==> config.mk <==
export PLATFORM = sky130hd
export DESIGN_NAME = gap_port
export DESIGN_NICKNAME = d
export VERILOG_FILES = /design/src/rtl/gap_pkg.sv /design/src/rtl/gap_pin_cell.sv /design/src/rtl/gap_port.sv
export SDC_FILE = /design/constraint.sdc
export NUM_CORES = 1
export LEC_CHECK = 0
export BUFFER_PORTS_ARGS = -buffer_cell sky130_fd_sc_hd__buf_2
export CAP_MARGIN = 20
export CORE_MARGIN = 5
export CORE_UTILIZATION = 35
export CTS_CLUSTER_SIZE = 20
export DETAILED_ROUTE_END_ITERATION = 8
export PLACE_DENSITY_LB_ADDON = 0.2
export SLEW_MARGIN = 20
export SYNTH_ARGS = -nofsm -noshare
export SYNTH_HDL_FRONTEND = slang
export SYNTH_HIERARCHICAL = 1
export SYNTH_SLANG_ARGS = --single-unit
==> constraint.sdc <==
create_clock -name clk -period 1.6 [get_ports clk]
set_clock_uncertainty 0.15 [all_clocks]
set_input_delay 0.16 -clock clk [delete_from_list [all_inputs] [get_ports clk]]
set_output_delay 0.16 -clock clk [all_outputs]
set_load 0.02 [all_outputs]
==> src/rtl/gap_pkg.sv <==
package gap_pkg;

  localparam int GAP_PINS = 12;

  // pin positions of the alternate roles
  localparam int PIN_SER_DIN = 0;
  localparam int PIN_SER_CLK = 1;
  localparam int PIN_SER_DOUT = 2;
  localparam int PIN_SEL0 = 3;
  localparam int PIN_SEL1_GLS = 4;
  localparam int PIN_PARK = 8;
  localparam int PIN_RC = 10;
  localparam int PIN_THERM_PWR = 11;

  // pins that act only as inputs in their alternate role
  localparam logic [11:0] ALT_INPUT_MASK = 12'h101;
  // strap pins sampled during boot
  localparam logic [11:0] STRAP_MASK = 12'h006;

  localparam int CLK_PERIOD_NS = 8;
  localparam int BOOT_SAMPLE_NS = 1000;
  localparam logic [7:0] BOOT_CYCLES = 8'((BOOT_SAMPLE_NS + CLK_PERIOD_NS - 1) / CLK_PERIOD_NS);

  localparam logic [2:0] LANES_RESET = 3'h1;

  typedef enum logic [1:0] {
    GAP_MODE_IN = 2'h0,
    GAP_MODE_OUT = 2'h1,
    GAP_MODE_BIDIR = 2'h2,
    GAP_MODE_OD = 2'h3
  } gap_mode_e;

  typedef enum logic [1:0] {
    GAP_ST_BOOT = 2'h1,
    GAP_ST_RUN = 2'h2
  } gap_state_e;

  // straps {upper, lower}: 00..11 give 1..4 lanes
  function automatic logic [2:0] gap_lane_decode(input logic [1:0] strap);
    gap_lane_decode = {1'b0, strap} + 3'h1;
  endfunction

endpackage

==> src/rtl/gap_pin_cell.sv <==
`timescale 1ns/1ps
module gap_pin_cell
  import gap_pkg::*;
(
  input wire logic clk,
  input wire logic reset,
  input wire logic [1:0] mode,
  input wire logic use_alt,
  input wire logic alt_out,
  input wire logic alt_drive,
  input wire logic sw_out,
  input wire logic sw_drive,
  input wire logic force_in,
  output logic pin_out,
  output logic pin_oe_n
);

  typedef struct packed {
    logic out;
    logic oe_n;
  } gap_cell_s;

  gap_cell_s s;
  gap_cell_s next_s;

  always_comb begin
    next_s.out = 1'b0;
    next_s.oe_n = 1'b1;
    if (force_in) begin
      next_s.oe_n = 1'b1;
    // alternate role wins
    end else if (use_alt) begin
      next_s.out = alt_out;
      next_s.oe_n = !alt_drive;
    end else begin
      // four software modes
      case (gap_mode_e'(mode))
        GAP_MODE_IN: next_s.oe_n = 1'b1;
        GAP_MODE_OUT: begin
          next_s.out = sw_out;
          next_s.oe_n = 1'b0;
        end
        GAP_MODE_BIDIR: begin
          next_s.out = sw_out;
          next_s.oe_n = !sw_drive;
        end
        // open drain only ever pulls low; the pullup is external
        GAP_MODE_OD: next_s.oe_n = sw_out;
        default: next_s.oe_n = 1'b1;
      endcase
    end
  end

  always_ff @(posedge clk) begin
    if (reset) begin
      s <= '{out: 1'b0, oe_n: 1'b1};
    end else begin
      s <= next_s;
    end
  end

  assign pin_out = s.out;
  assign pin_oe_n = s.oe_n;
endmodule

==> src/rtl/gap_port.sv <==
// Overview of operation
// every pin can be set by software as input, output, bidirectional or open-drain.
// a per-pin select picks the plain role or the alternate role of that pin.
// during boot the two strap pins are sampled and 00,01,10,11 give 1,2,3,4 lanes.
// after boot sampling the strap pins return to serial data out and serial clock.
// a low park request input makes the block ask for the mirror array to park, not power down.
// the host keeps the park request high at power-up until the interrupt output has gone low.
// in glasses mode the pin drives 1 for the left shutter and 0 for the right.
// one pin may carry the optional active-low second serial select as an output.
// one pin carries the active-low first serial select output.
// one pin carries the serial data input from the power management device.
// one pin in its alternate role carries the serial data output.
// one pin in its alternate role carries the serial clock output.
// thermistor power is on only while the thermistor is in use and enabled.
// an alternate pin drives the thermistor therm_rc_drive network.
// unused pins are best set by software as outputs driving zero.
// the lane count is latched once at the end of boot and held until reset.
`timescale 1ns/1ps
module gap_port
  import gap_pkg::*;
(
  input wire logic clk,
  input wire logic reset,
  input wire logic [11:0] pin_in,
  output logic [11:0] pin_out,
  output logic [11:0] pin_oe_n,
  input wire logic [23:0] pin_mode,
  input wire logic [11:0] pin_alt_sel,
  input wire logic glasses_select,
  input wire logic [11:0] gpio_out_val,
  input wire logic [11:0] gpio_drive,
  output logic [11:0] gpio_in,
  input wire logic aux_serial_clock,
  input wire logic aux_serial_data_out,
  input wire logic aux_serial_select_0_n,
  input wire logic aux_serial_select_1_n,
  output logic aux_serial_data_in,
  input wire logic glasses_left,
  input wire logic therm_in_use,
  input wire logic therm_enable,
  input wire logic therm_rc_drive,
  output logic park_mirrors,
  output logic boot_done,
  output logic [2:0] lane_count
);

  typedef struct packed {
    gap_state_e state;
    logic [7:0] cnt;
    logic [2:0] lanes;
    logic [11:0] sync1;
    logic [11:0] sync2;
    logic park;
  } gap_port_s;

  gap_port_s s;
  gap_port_s next_s;
  logic [11:0] alt_out;
  logic [11:0] alt_drive;
  logic in_boot;

  assign in_boot = (s.state == GAP_ST_BOOT);

  always_comb begin
    alt_out = 12'h000;
    alt_drive = ~ALT_INPUT_MASK;
    // serial clock out
    alt_out[PIN_SER_CLK] = aux_serial_clock;
    // serial data out
    alt_out[PIN_SER_DOUT] = aux_serial_data_out;
    // first select out
    alt_out[PIN_SEL0] = aux_serial_select_0_n;
    // glasses or second select
    alt_out[PIN_SEL1_GLS] = glasses_select ? glasses_left : aux_serial_select_1_n;
    // therm_rc_drive drive
    alt_out[PIN_RC] = therm_rc_drive;
    // thermistor power gate
    alt_out[PIN_THERM_PWR] = therm_in_use & therm_enable;
  end

  // per pin drive
  for (genvar i = 0; i < GAP_PINS; i++) begin : g_pin
    gap_pin_cell u_cell (
      .clk(clk),
      .reset(reset),
      .mode(pin_mode[2*i +: 2]),
      .use_alt(pin_alt_sel[i]),
      .alt_out(alt_out[i]),
      .alt_drive(alt_drive[i]),
      .sw_out(gpio_out_val[i]),
      .sw_drive(gpio_drive[i]),
      .force_in(in_boot & STRAP_MASK[i]),
      .pin_out(pin_out[i]),
      .pin_oe_n(pin_oe_n[i])
    );
  end

  always_comb begin
    next_s = s;
    next_s.sync1 = pin_in;
    next_s.sync2 = s.sync1;
    case (s.state)
      GAP_ST_BOOT: begin
        // sample straps once, then hand pins back
        if (s.cnt == BOOT_CYCLES - 8'h01) begin
          next_s.lanes = gap_lane_decode({s.sync2[PIN_SER_DOUT], s.sync2[PIN_SER_CLK]});
          next_s.state = GAP_ST_RUN;
        end else begin
          next_s.cnt = s.cnt + 8'h01;
        end
      end
      GAP_ST_RUN: next_s.state = GAP_ST_RUN;
      default: next_s.state = GAP_ST_BOOT;
    endcase
    // park on low, ignored until boot ends
    next_s.park = (s.state == GAP_ST_RUN) && pin_alt_sel[PIN_PARK] && !s.sync2[PIN_PARK];
  end

  always_ff @(posedge clk) begin
    if (reset) begin
      s <= '{state: GAP_ST_BOOT, cnt: 8'h00, lanes: LANES_RESET, sync1: 12'h000, sync2: 12'h000, park: 1'b0};
    end else begin
      s <= next_s;
    end
  end

  assign gpio_in = s.sync2;
  // serial data in
  assign aux_serial_data_in = s.sync2[PIN_SER_DIN];
  assign park_mirrors = s.park;
  assign boot_done = (s.state == GAP_ST_RUN);
  assign lane_count = s.lanes;
endmodule

=== Word-level counts from Yosys, hierarchy flattened ===
Index checks and enable logic that the tools add are counted.

* Register bits after elaboration: 62
* Input bits: 83
* Memory bits (writable): 0
* Memories kept: 0
* Output and inout bits: 42
* Latch bits: 0
* ROM bits: 0
* Logic and storage cells: 161

* $lt $le $gt $ge: 0
* Add/sub/neg operators: 2
* Div/mod/pow operators: 0
* Shift operators: 0
* Reductions and logical operators: 50
* Muxes and demuxes: 31
* $mul: 0
* Bitwise operators: 8
* Eq/ne operators: 40

{| class="wikitable"
|+ Operators by type and width
! kind !! number
|-
| == test 2 bit, second input constant || 25
|-
| one-hot mux 1 bit (4 select lines) || 12
|-
| OR reduction 2 bit || 15
|-
| == test 2 x 1 -> 1 bit, second input constant || 13
|-
| logical NOT 2 bit || 12
|-
| OR reduction 3 bit || 6
|-
| 2-to-1 mux 2 bit || 7
|-
| logical NOT 1 bit || 13
|-
| 2-to-1 mux 1 bit || 11
|-
| adder 8 x 1 -> 8 bit, second input constant || 1
|-
| == test 8 x 7 -> 1 bit, second input constant || 1
|-
| inverter 1 bit || 7
|-
| one-hot mux 2 bit (2 select lines) || 1
|-
| AND reduction 2 bit || 2
|-
| adder 2 x 1 -> 3 bit, second input constant || 1
|-
| logical AND 1 bit || 2
|-
| != test 2 bit, second input constant || 1
|-
| AND 1 bit || 1
|}

=== Depth between registers and ports, before layout ===
Gate-level depths: netlist (run 1).

* Depth in word-level cells: 4
* Gate-level depth with buffers: 6

=== Cells and area by module ===
Netlist (run 1), hierarchy kept.

{| class="wikitable"
|+ Modules (own cells, without submodules)
! module !! area an instance (µm²) !! times used !! cells an instance
|-
| gap_pin_cell || 140.1 || 12 || 16
|-
| gap_port || 1555.2 || 1 || 152
|}

=== Least setup slack after synthesis (run 1) ===
No wires, ideal clock.

* Path type: reg2reg
* Start point: register s[28] in the netlist's numbering
* End point: register s[28] in the netlist's numbering
* Slack: -0.057 ns
* Arrival: 1.386 ns
* Path buffers: 1
* Required time: 1.329 ns
* Period minus slack after synthesis: 1.657 ns
* Stages on the path, launching flop included: 7
* Setup time: 0.121 ns
* Cell sequence: dfxtp_1 > inv_1 > ha_1 > and3b_1 > buf_6 > a21oi_4 > mux2_4

* Longest elaborated chain between the ends: 3
* Elaborated cells between the ends (all ways): 4

{| class="wikitable"
|+ RTL lines
! element !! line !! RTL
|-
| start, declared || gap_port.sv:56 || <nowiki>gap_port_s s;</nowiki>
|-
| start signal, assigned || gap_port.sv:121 || <nowiki>s <= '{state: GAP_ST_BOOT, cnt: 8'h00, lanes: LANES_RESET, sync1: 12'h000, sync2: 12'h000, park: 1'b0};</nowiki>
|-
| start signal, assigned || gap_port.sv:123 || <nowiki>s <= next_s;</nowiki>
|-
| parallel branches: the longest is 3 deep, another holds adder 8 x 1 -> 8 bit || - ||
|}

Several ways; the timed one is not identified.
A chain may end at the register's enable or synchronous reset.

=== Worst setup path after layout (run 1) ===
* Start point: register s[29] in the netlist's numbering
* End point: register s[28] in the netlist's numbering

* Longest elaborated chain between the ends: 3

{| class="wikitable"
|+ RTL lines
! element !! line !! RTL
|-
| == test 8 x 7 -> 1 bit || gap_port.sv:105 || <nowiki>if (s.cnt == BOOT_CYCLES - 8'h01) begin</nowiki>
|-
| inverter 1 bit (no line) || - ||
|-
| AND reduction 2 bit (no line) || - ||
|}

Every way passes these cells.

==> results of run 1 <==
-- state kept, by name, summed over array words and instances, names as in the netlist --
register,flops
g_pin.u_cell/pin_oe_n,12
g_pin.u_cell/pin_out,12
gpio_in,12
lane_count,3
next_s,12
park_mirrors,1
s,10
-- kinds of logic (layout without fill, tap and decap cells) --
group | after synthesis | in the layout | synth area share (%)
AND/OR/NAND/NOR | 124 | 124 | 20.7
flip-flops | 62 | 62 | 38.3
AO/OA/AOI/OAI | 56 | 56 | 14.2
buffers and inverters | 54 | 227 | 8.74
adder cells (fa/ha/maj) | 41 | 41 | 15.8
multiplexers | 5 | 5 | 1.93
other | 2 | 28 | 0.232
-- synthesized netlist by cell type, types with 3 or more instances --
| cell type | instances |
|---|---|
| sky130_fd_sc_hd__buf_4 | 17 |
| sky130_fd_sc_hd__nor3_1 | 4 |
| sky130_fd_sc_hd__nor2b_1 | 39 |
| sky130_fd_sc_hd__a2111oi_2 | 12 |
| sky130_fd_sc_hd__nand4_1 | 4 |
| sky130_fd_sc_hd__inv_1 | 31 |
| sky130_fd_sc_hd__nor2_1 | 18 |
| sky130_fd_sc_hd__nand2_1 | 27 |
| sky130_fd_sc_hd__o31ai_1 | 3 |
| sky130_fd_sc_hd__a21oi_1 | 4 |
| sky130_fd_sc_hd__o21ai_1 | 12 |
| sky130_fd_sc_hd__and2_1 | 25 |
| sky130_fd_sc_hd__o21ai_0 | 13 |
| sky130_fd_sc_hd__clkbuf_1 | 3 |
| sky130_fd_sc_hd__ha_1 | 41 |
| sky130_fd_sc_hd__dfxtp_1 | 62 |
-- stage by stage --
step	utilization (%)	total power (W)
after CTS	51.4	0.00440
after global placement	44.5	0.00270
after floorplan	-	0.00234
final	51.6	0.00438
after detailed placement	44.5	0.00272
after global routing	51.6	0.00465
-- final timing paths --
path              slack (ns)                             endpoint
setup / recovery        0.04                   s[28]$_SDFFE_PP0P_
hold / removal          0.07  g_pin[5].u_cell/pin_oe_n$_SDFF_PP1_
setup reg to reg        0.04                   s[28]$_SDFFE_PP0P_
hold reg to reg         0.29                gpio_in[4]$_SDFF_PP0_
-- what timing repair did --
item	in CTS	in global routing
endpoints found under the setup margin	0	9
hold endpoints to repair	29	0
gates resized for setup	0	7
hold buffers	40	0
setup buffers	0	1
-- critical path, cell delays in order, from the launching register on --
cell and delay [ns]:
sky130_fd_sc_hd__dfxtp_2 0.34, sky130_fd_sc_hd__inv_2 0.04, sky130_fd_sc_hd__ha_2 0.18, sky130_fd_sc_hd__and3b_2 0.26, sky130_fd_sc_hd__a21oi_4 0.18, sky130_fd_sc_hd__mux2_4 0.31
-- final cells by class --
class | count | area share [%]
Inverter | 31 | 2.47
Tap cell | 111 | 2.95
Timing Repair Buffer | 180 | 24.5
Multi-Input combinational cell | 254 | 38.7
Clock buffer | 9 | 2.63
Sequential cell | 62 | 26.5
Clock inverter | 7 | 2.21
-- per-layer routing --
layer  GRT usage, %  up-vias  routed length, um
met5              0        -                  0
met4           4.16        0                 72
met3           5.40        7                621
met2           24.0       78               3680
met1           14.1     1234               2930
li1               -     1487                  -
-- power groups by stage --
stage / Clock, W / Sequential (W) / Combinational, W
2_1_floorplan: 0 / 0.00180 / 0.000541
3_3_place_gp: 0 / 0.00174 / 0.000963
3_5_place_dp: 0 / 0.00175 / 0.000974
4_1_cts: 0.00163 / 0.00171 / 0.00105
5_1_grt: 0.00169 / 0.00173 / 0.00122
6_report: 0.00157 / 0.00172 / 0.00109
==> metrics.md, run 1 <==
| Metric | Value |
|---|---|
| Switching part of the total | 28.8% |
| Die Footprint | 0.0113 sq mm |
| Clock buffer depth | 2 |
| Diodes inserted | 0 |
| Max-slew violation count | 0 |
| Share of power burned in registers | 39.2% |
| Antenna violations before repair | 0 |
| Cell type contributing the most total cell area after synthesis | sky130_fd_sc_hd__dfxtp_1 |
| P&R area growth vs syn | 45.3% |
| Worst vdd rail ir drop | between 0.4 and 0.5 mV |
| Clock tree sinks | 62 |
| Global routing usage summed across all routing layers | 13.3% |
| Num ports | ~130 |
| Max-Cap Viols | 0 |
| Startpoint kind of the worst setup timing path | flop |
| Post-route antenna net violation count | 0 |
| Worst setup slack after placement | 0.0159 ns |
| Worst min-delay path class | in2reg |
| # nets final | 662 |
| Startpoint of the most critical hold path | gpio_drive[5] |
| Total iterations of the first detailed-routing run | 4 |
| Synth Flop Type | sky130_fd_sc_hd__dfxtp_1 |
| Residual DRC count | 0 |
| Width of the die | 106 um |
| Area taken by flip-flops and latches | 0.00124 sq mm |
| Internal | 0.00312 W |
| Placed wire-length estimate after detailed placement | 5.54 mm |
| Global-route wire length before repair | 12.1 mm |
| Iteration-0 DRC count of the detailed router | 17 |
| Classification of the worst setup path | reg2reg |
| Final setup vio count | 0 |
| Average footprint of a synthesized cell | around 9.4 sq um |
| Std cell rows | 35 |
| Share of the synthesized area in the top cell type | 38.3% |
| Result of the run | finished clean |
| Yosys cell types | 40 |
| Post-place instance area | between 0.004 and 0.005 sq mm |
| Net switching power | between 0.001 and 0.0015 W |
| Cell count after synthesis | 344 |
| Register bit total from synthesis | 62 |
| Placed instance count | 597 |
| Clock share of power | 35.9% |
| # fillers | roughly 880 |
| CP Max Fanout | 5 |
| Launch point of the critical path | s[29]$_SDFFE_PP0P_ |
| Commonest non-fill, non-tap cells in the layout | 124 x sky130_fd_sc_hd__buf_2, 60 x sky130_fd_sc_hd__dfxtp_1, 40 x sky130_fd_sc_hd__dlygate4sd3_1 |
| Dominant cells by area after synthesis | sky130_fd_sc_hd__dfxtp_1 38%, sky130_fd_sc_hd__ha_1 16%, sky130_fd_sc_hd__nor2b_1 7.5%, sky130_fd_sc_hd__a2111oi_2 5.6%, sky130_fd_sc_hd__and2_1 4.8% |
| Total number of vias | 2,806 |
| Largest net degree at the start of global routing | 16 |
| Accumulated negative setup slack | 0 ns |
| Fmax achieved | 640 MHz |
| CTS tree | built |
| Synthesis warning total | 6 |
| Arr. time, crit path | 1.63 ns |
| Vert. Die Dim | 106 um |
| Leftover overflow at the end of global routing | 0 |
| Overall routed net length | around 7.3 mm |
| Detail-routed via count per cell | ~4.3 |
| Power density of the placed cells | 931 mW/mm^2 |
| Proportion of synthesized flip-flops having asynchronous set or reset | 0% |
| Library cell used as clock root buffer | sky130_fd_sc_hd__clkbuf_8 |
| Routed length per placed instance | 11.2 um |
| Number of global-route vias before repair | roughly 2,800 |
| Clock transition at the registers of the reported paths | 0.08 ns |
| Part of the cycle the worst path needs | roughly 98% |
| Proportion of synthesized chip area in sequential cells | 38.3% |
| Cell area after synthesis | 0.00324 sq mm |
| Standby leakage power | 2.33 nW |
| Final cell count without fillers | 654 |
| Cts bufs inserted | 9 |
| Post-synth EDFFs | 0 |
| Clock insertion delay at the later pin of the skew report | between 0.3 and 0.4 ns |
| Design area | 0.00470 sq mm |
| Final hold slack | around 0.073 ns |
| Share of power burned in combinational logic | between 20% and 30% |
| Worst reg2reg path depth | 5 |
| Placeable Area | 0.00911 sq mm |
| Weighted congestion at the end of routability-driven global placement | ~0.78 |
| Hold Path Stages | 4 |
| Most common cell after layout, fill and taps aside | sky130_fd_sc_hd__buf_2 |
| Share of cells above drive strength 1 | between 30% and 40% |
| Area occupied by multi-input gates | 0.00182 sq mm |
| Shortest period the worst path allows | 1.56 ns |
| Depth of the CTS H-tree | 3 |
| Final-report hold violation count | 0 |
| Buffers on Ports | approximately 120 |
| Critical path capture point type | flop |
| Final setup margin | 0.0380 ns |
| R2R Path Start | s[29]$_SDFFE_PP0P_ |
| Starting density of the core | a little over a third |
| Req. time, crit path | 1.67 ns |
Power figures use the tool's default switching activity.
==> inputs of run 2 (changes only) <==
--- a/config.mk
+++ b/config.mk
@@ -5,12 +5,14 @@
 export SDC_FILE = /design/constraint.sdc
 export NUM_CORES = 1
 export LEC_CHECK = 0
-export BUFFER_PORTS_ARGS = -buffer_cell sky130_fd_sc_hd__buf_2
+export ABC_AREA = 1
+export BUFFER_PORTS_ARGS = -buffer_cell sky130_fd_sc_hd__clkbuf_2
 export CAP_MARGIN = 20
 export CORE_MARGIN = 5
 export CORE_UTILIZATION = 35
 export CTS_CLUSTER_SIZE = 20
 export DETAILED_ROUTE_END_ITERATION = 8
+export HOLD_SLACK_MARGIN = 0.05
 export PLACE_DENSITY_LB_ADDON = 0.2
 export SLEW_MARGIN = 20
 export SYNTH_ARGS = -nofsm -noshare
==> metrics.md, run 2 <==
| Metric | Value |
|---|---|
| Std cell rows | 35 (unchanged) |
| Fmax achieved | 642 MHz (+0.25%) |
| # nets final | 766 (+16%) |
| Vert. Die Dim | 107 um (+0.82%) |
| Global-route wire length before repair | 13.2 mm (+8.9%) |
| Library cell used as clock root buffer | sky130_fd_sc_hd__clkbuf_8 |
| Synthesis warning total | 6 (unchanged) |
| Placed wire-length estimate after detailed placement | 5.85 mm (+5.5%) |
| Total number of vias | 3,143 (+12%) |
| Share of the synthesized area in the top cell type | 37.7% (-0.68 points) |
| Top post-synthesis cells by count | 97 x sky130_fd_sc_hd__inv_1, 71 x sky130_fd_sc_hd__nand2_1, 62 x sky130_fd_sc_hd__dfxtp_1 |
| P&R area growth vs syn | 48.4% |
| Starting density of the core | 35.8% (+0.30 points) |
| Arr. time, crit path | 1.63 ns (about the same) |
| Yosys cell types | 28 (-30%) |
| Area occupied by multi-input gates | 0.00165 sq mm (-9.6%) |
| Worst min-delay path class | in2reg |
| Cell type contributing the most total cell area after synthesis | sky130_fd_sc_hd__dfxtp_1 |
| Final-report hold violation count | 0 (unchanged) |
| Cts bufs inserted | 9 (unchanged) |
| CP Max Fanout | 1 (-4) |
| Clock tree sinks | 62 (unchanged) |
| Startpoint kind of the worst setup timing path | input pin |
| Cell area after synthesis | 0.00330 sq mm (+1.8%) |
| Clock share of power | 30.4% (-5.5 points) |
| Worst vdd rail ir drop | 0.462 mV (+1.7%) |
| Commonest non-fill, non-tap cells in the layout | 123 x sky130_fd_sc_hd__clkbuf_2, 97 x sky130_fd_sc_hd__inv_1, 71 x sky130_fd_sc_hd__nand2_1 |
| Switching part of the total | 30.5% (+1.7 points) |
| Most common cell after layout, fill and taps aside | sky130_fd_sc_hd__clkbuf_2 |
| Proportion of synthesized chip area in sequential cells | 37.7% (-0.68 points) |
| # fillers | 905 (+2.6%) |
| Leftover overflow at the end of global routing | 0 (unchanged) |
| Global routing usage summed across all routing layers | 14.1% (+0.80 points) |
| Detail-routed via count per cell | 4.15 (-3.2%) |
| Synth Flop Type | sky130_fd_sc_hd__dfxtp_1 |
| Total iterations of the first detailed-routing run | 4 (unchanged) |
| Cell count after synthesis | 433 (+26%) |
| Critical path capture point type | flop |
| Internal | 0.00304 W (-2.5%) |
| Standby leakage power | 2.68 nW (+15%) |
| Part of the cycle the worst path needs | 97.4% (-0.25 points) |
| Residual DRC count | 0 (unchanged) |
| Post-route antenna net violation count | 0 (unchanged) |
| Clock transition at the registers of the reported paths | 0.07 ns (about the same) |
| Post-synth EDFFs | 0 (unchanged) |
| Proportion of synthesized flip-flops having asynchronous set or reset | 0% (unchanged) |
| Slack of the worst reg-to-reg path | 0.12 ns (+0.08 ns) |
| Net switching power | 0.00133 W (+5.7%) |
| Shortest period the worst path allows | 1.56 ns (-0.00393 ns) |
| Area taken by flip-flops and latches | 0.00124 sq mm (unchanged) |
| Power density of the placed cells | 894 mW/mm^2 (-4.0%) |
| Max-Cap Viols | 0 (unchanged) |
| Width of the die | 107 um (+0.82%) |
| Accumulated negative setup slack | 0 ns (unchanged) |
| Hold Path Stages | 6 (+2) |
| Launch point of the critical path | therm_enable |
| Core utilization of the finished layout | 53.2% (+1.6 points) |
| Overall routed net length | 7.62 mm (+4.4%) |
| Classification of the worst setup path | in2reg |
| Unrepaired setup endpoints after global routing | no |
| Depth of the CTS H-tree | 3 (unchanged) |
| Largest net degree at the start of global routing | 48 (+32) |
| Register bit total from synthesis | 62 (unchanged) |
| Req. time, crit path | 1.67 ns (about the same) |
| R2R Path Start | s[28]$_SDFFE_PP0P_ |
| Diodes inserted | 0 (unchanged) |
| Capturing element of the worst setup path | g_pin[11].u_cell/pin_out$_SDFF_PP0_ |
| Worst reg2reg endpoint | s[31]$_SDFFE_PP0P_ |
| Average footprint of a synthesized cell | 7.61 sq um (-19%) |
| Worst reg2reg path depth | 8 (+3) |
| Final setup vio count | 0 (unchanged) |
| Clock buffer depth | 2 (unchanged) |
| Iteration-0 DRC count of the detailed router | 58 (+41) |
| Dominant cells by area after synthesis | sky130_fd_sc_hd__dfxtp_1 38%, sky130_fd_sc_hd__ha_1 16%, sky130_fd_sc_hd__inv_1 11%, sky130_fd_sc_hd__nand2_1 8.1%, sky130_fd_sc_hd__nor2_1 5.2% |
| Weighted congestion at the end of routability-driven global placement | 0.782 (+0.75%) |
| Clock insertion delay at the later pin of the skew report | 0.33 ns (about the same) |
| Die Footprint | 0.0115 sq mm (+1.6%) |
| Share of power burned in registers | 40.1% (+0.9 points) |
| Antenna violations before repair | 0 (unchanged) |
| Max-slew violation count | 0 (unchanged) |
| Share of cells above drive strength 1 | 26.0% (-8.1 points) |
| Buffers on Ports | 124 (unchanged) |
| Num ports | 125 (unchanged) |
| Library cell with the highest instance count after synthesis | sky130_fd_sc_hd__inv_1 |
| Result of the run | finished clean |
| Placeable Area | 0.00920 sq mm (+0.96%) |
| CTS tree | built |
| Routed length per placed instance | 10.1 um (-9.8%) |
| Share of power burned in combinational logic | 29.5% (+4.6 points) |
| Number of global-route vias before repair | 3,138 (+12%) |
-- run 2: timing repair --
item | in CTS | in global routing
gates resized for setup | 0 | 5
hold buffers | 65 | 0
endpoints found under the setup margin | 0 | 10
endpoints found under the hold margin | 37 | 0
setup buffers | 0 | 0
-- run 2: worst min-delay path by stage --
stage                   startpoint                                   end  slack (ns)
finish              gpio_drive[10]  g_pin[10].u_cell/pin_oe_n$_SDFF_PP1_        0.03
global route        gpio_drive[10]  g_pin[10].u_cell/pin_oe_n$_SDFF_PP1_         0.1
CTS                   glasses_left    g_pin[4].u_cell/pin_out$_SDFF_PP0_        0.06
detailed placement      pin_in[10]                 next_s[11]$_SDFF_PP0_        0.21
global placement         pin_in[0]                  next_s[1]$_SDFF_PP0_        0.20
floorplan                pin_in[9]                 next_s[10]$_SDFF_PP0_        0.12
-- run 2: power by group through the flow --
stage,Clock (W),Combinational (W),Sequential [W]
after floorplan,0,0.000708,0.00183
after global placement,0,0.00112,0.00178
after detailed placement,0,0.00114,0.00178
after CTS,0.00140,0.00130,0.00175
after global routing,0.00145,0.00149,0.00177
final,0.00133,0.00129,0.00175
-- run 2: layer usage --
layer | track usage, % | wire, um | vias to the layer above
met5 | 0 | 0 | -
met4 | 6.48 | 193 | 0
met3 | 3.55 | 374 | 17
met2 | 26.0 | 4110 | 63
met1 | 14.9 | 2950 | 1392
li1 | - | - | 1671
-- run 2: critical path, stage by stage --
cell,delay (ns)
sky130_fd_sc_hd__dlygate4sd3_1,0.53
sky130_fd_sc_hd__clkbuf_2,0.10
sky130_fd_sc_hd__nand2_1,0.04
sky130_fd_sc_hd__dlygate4sd3_1,0.55
sky130_fd_sc_hd__inv_1,0.05
sky130_fd_sc_hd__o21ai_1,0.13
sky130_fd_sc_hd__nor2_1,0.06
-- run 2: metrics by stage --
step | hold WS (ns) | cells | total power [W] | area, sq um | worst slack (ns)
2_1_floorplan | 0.117 | 459 | 0.00254 | 3390 | 0.152
4_1_cts | 0.0646 | 759 | 0.00444 | 4900 | 0.0742
5_1_grt | 0.0951 | 757 | 0.00471 | 4890 | 0.00620
3_5_place_dp | 0.209 | 679 | 0.00293 | 4060 | 0.0984
6_report | 0.0340 | 757 | 0.00437 | 4890 | 0.0420
3_3_place_gp | 0.205 | 679 | 0.00289 | 4060 | 0.146
-- run 2: kinds of logic after synthesis --
kind of cell             synth area share [%]
AO/OA/AOI/OAI                            8.96
multiplexers                            0.342
buffers and inverters                    15.4
flip-flops                               37.7
AND/OR/NAND/NOR                          21.0
other                                   0.228
XOR/XNOR                                0.797
adder cells (fa/ha/maj)                  15.6
-- run 2: cell type report --
type,count,area share [%]
flip-flops and latches,62,25.4
clock inverters,4,0.972
multi-input cells,279,33.7
inverters,98,7.52
clock buffers,11,2.89
repair buffers,192,26.7
well taps,111,2.84
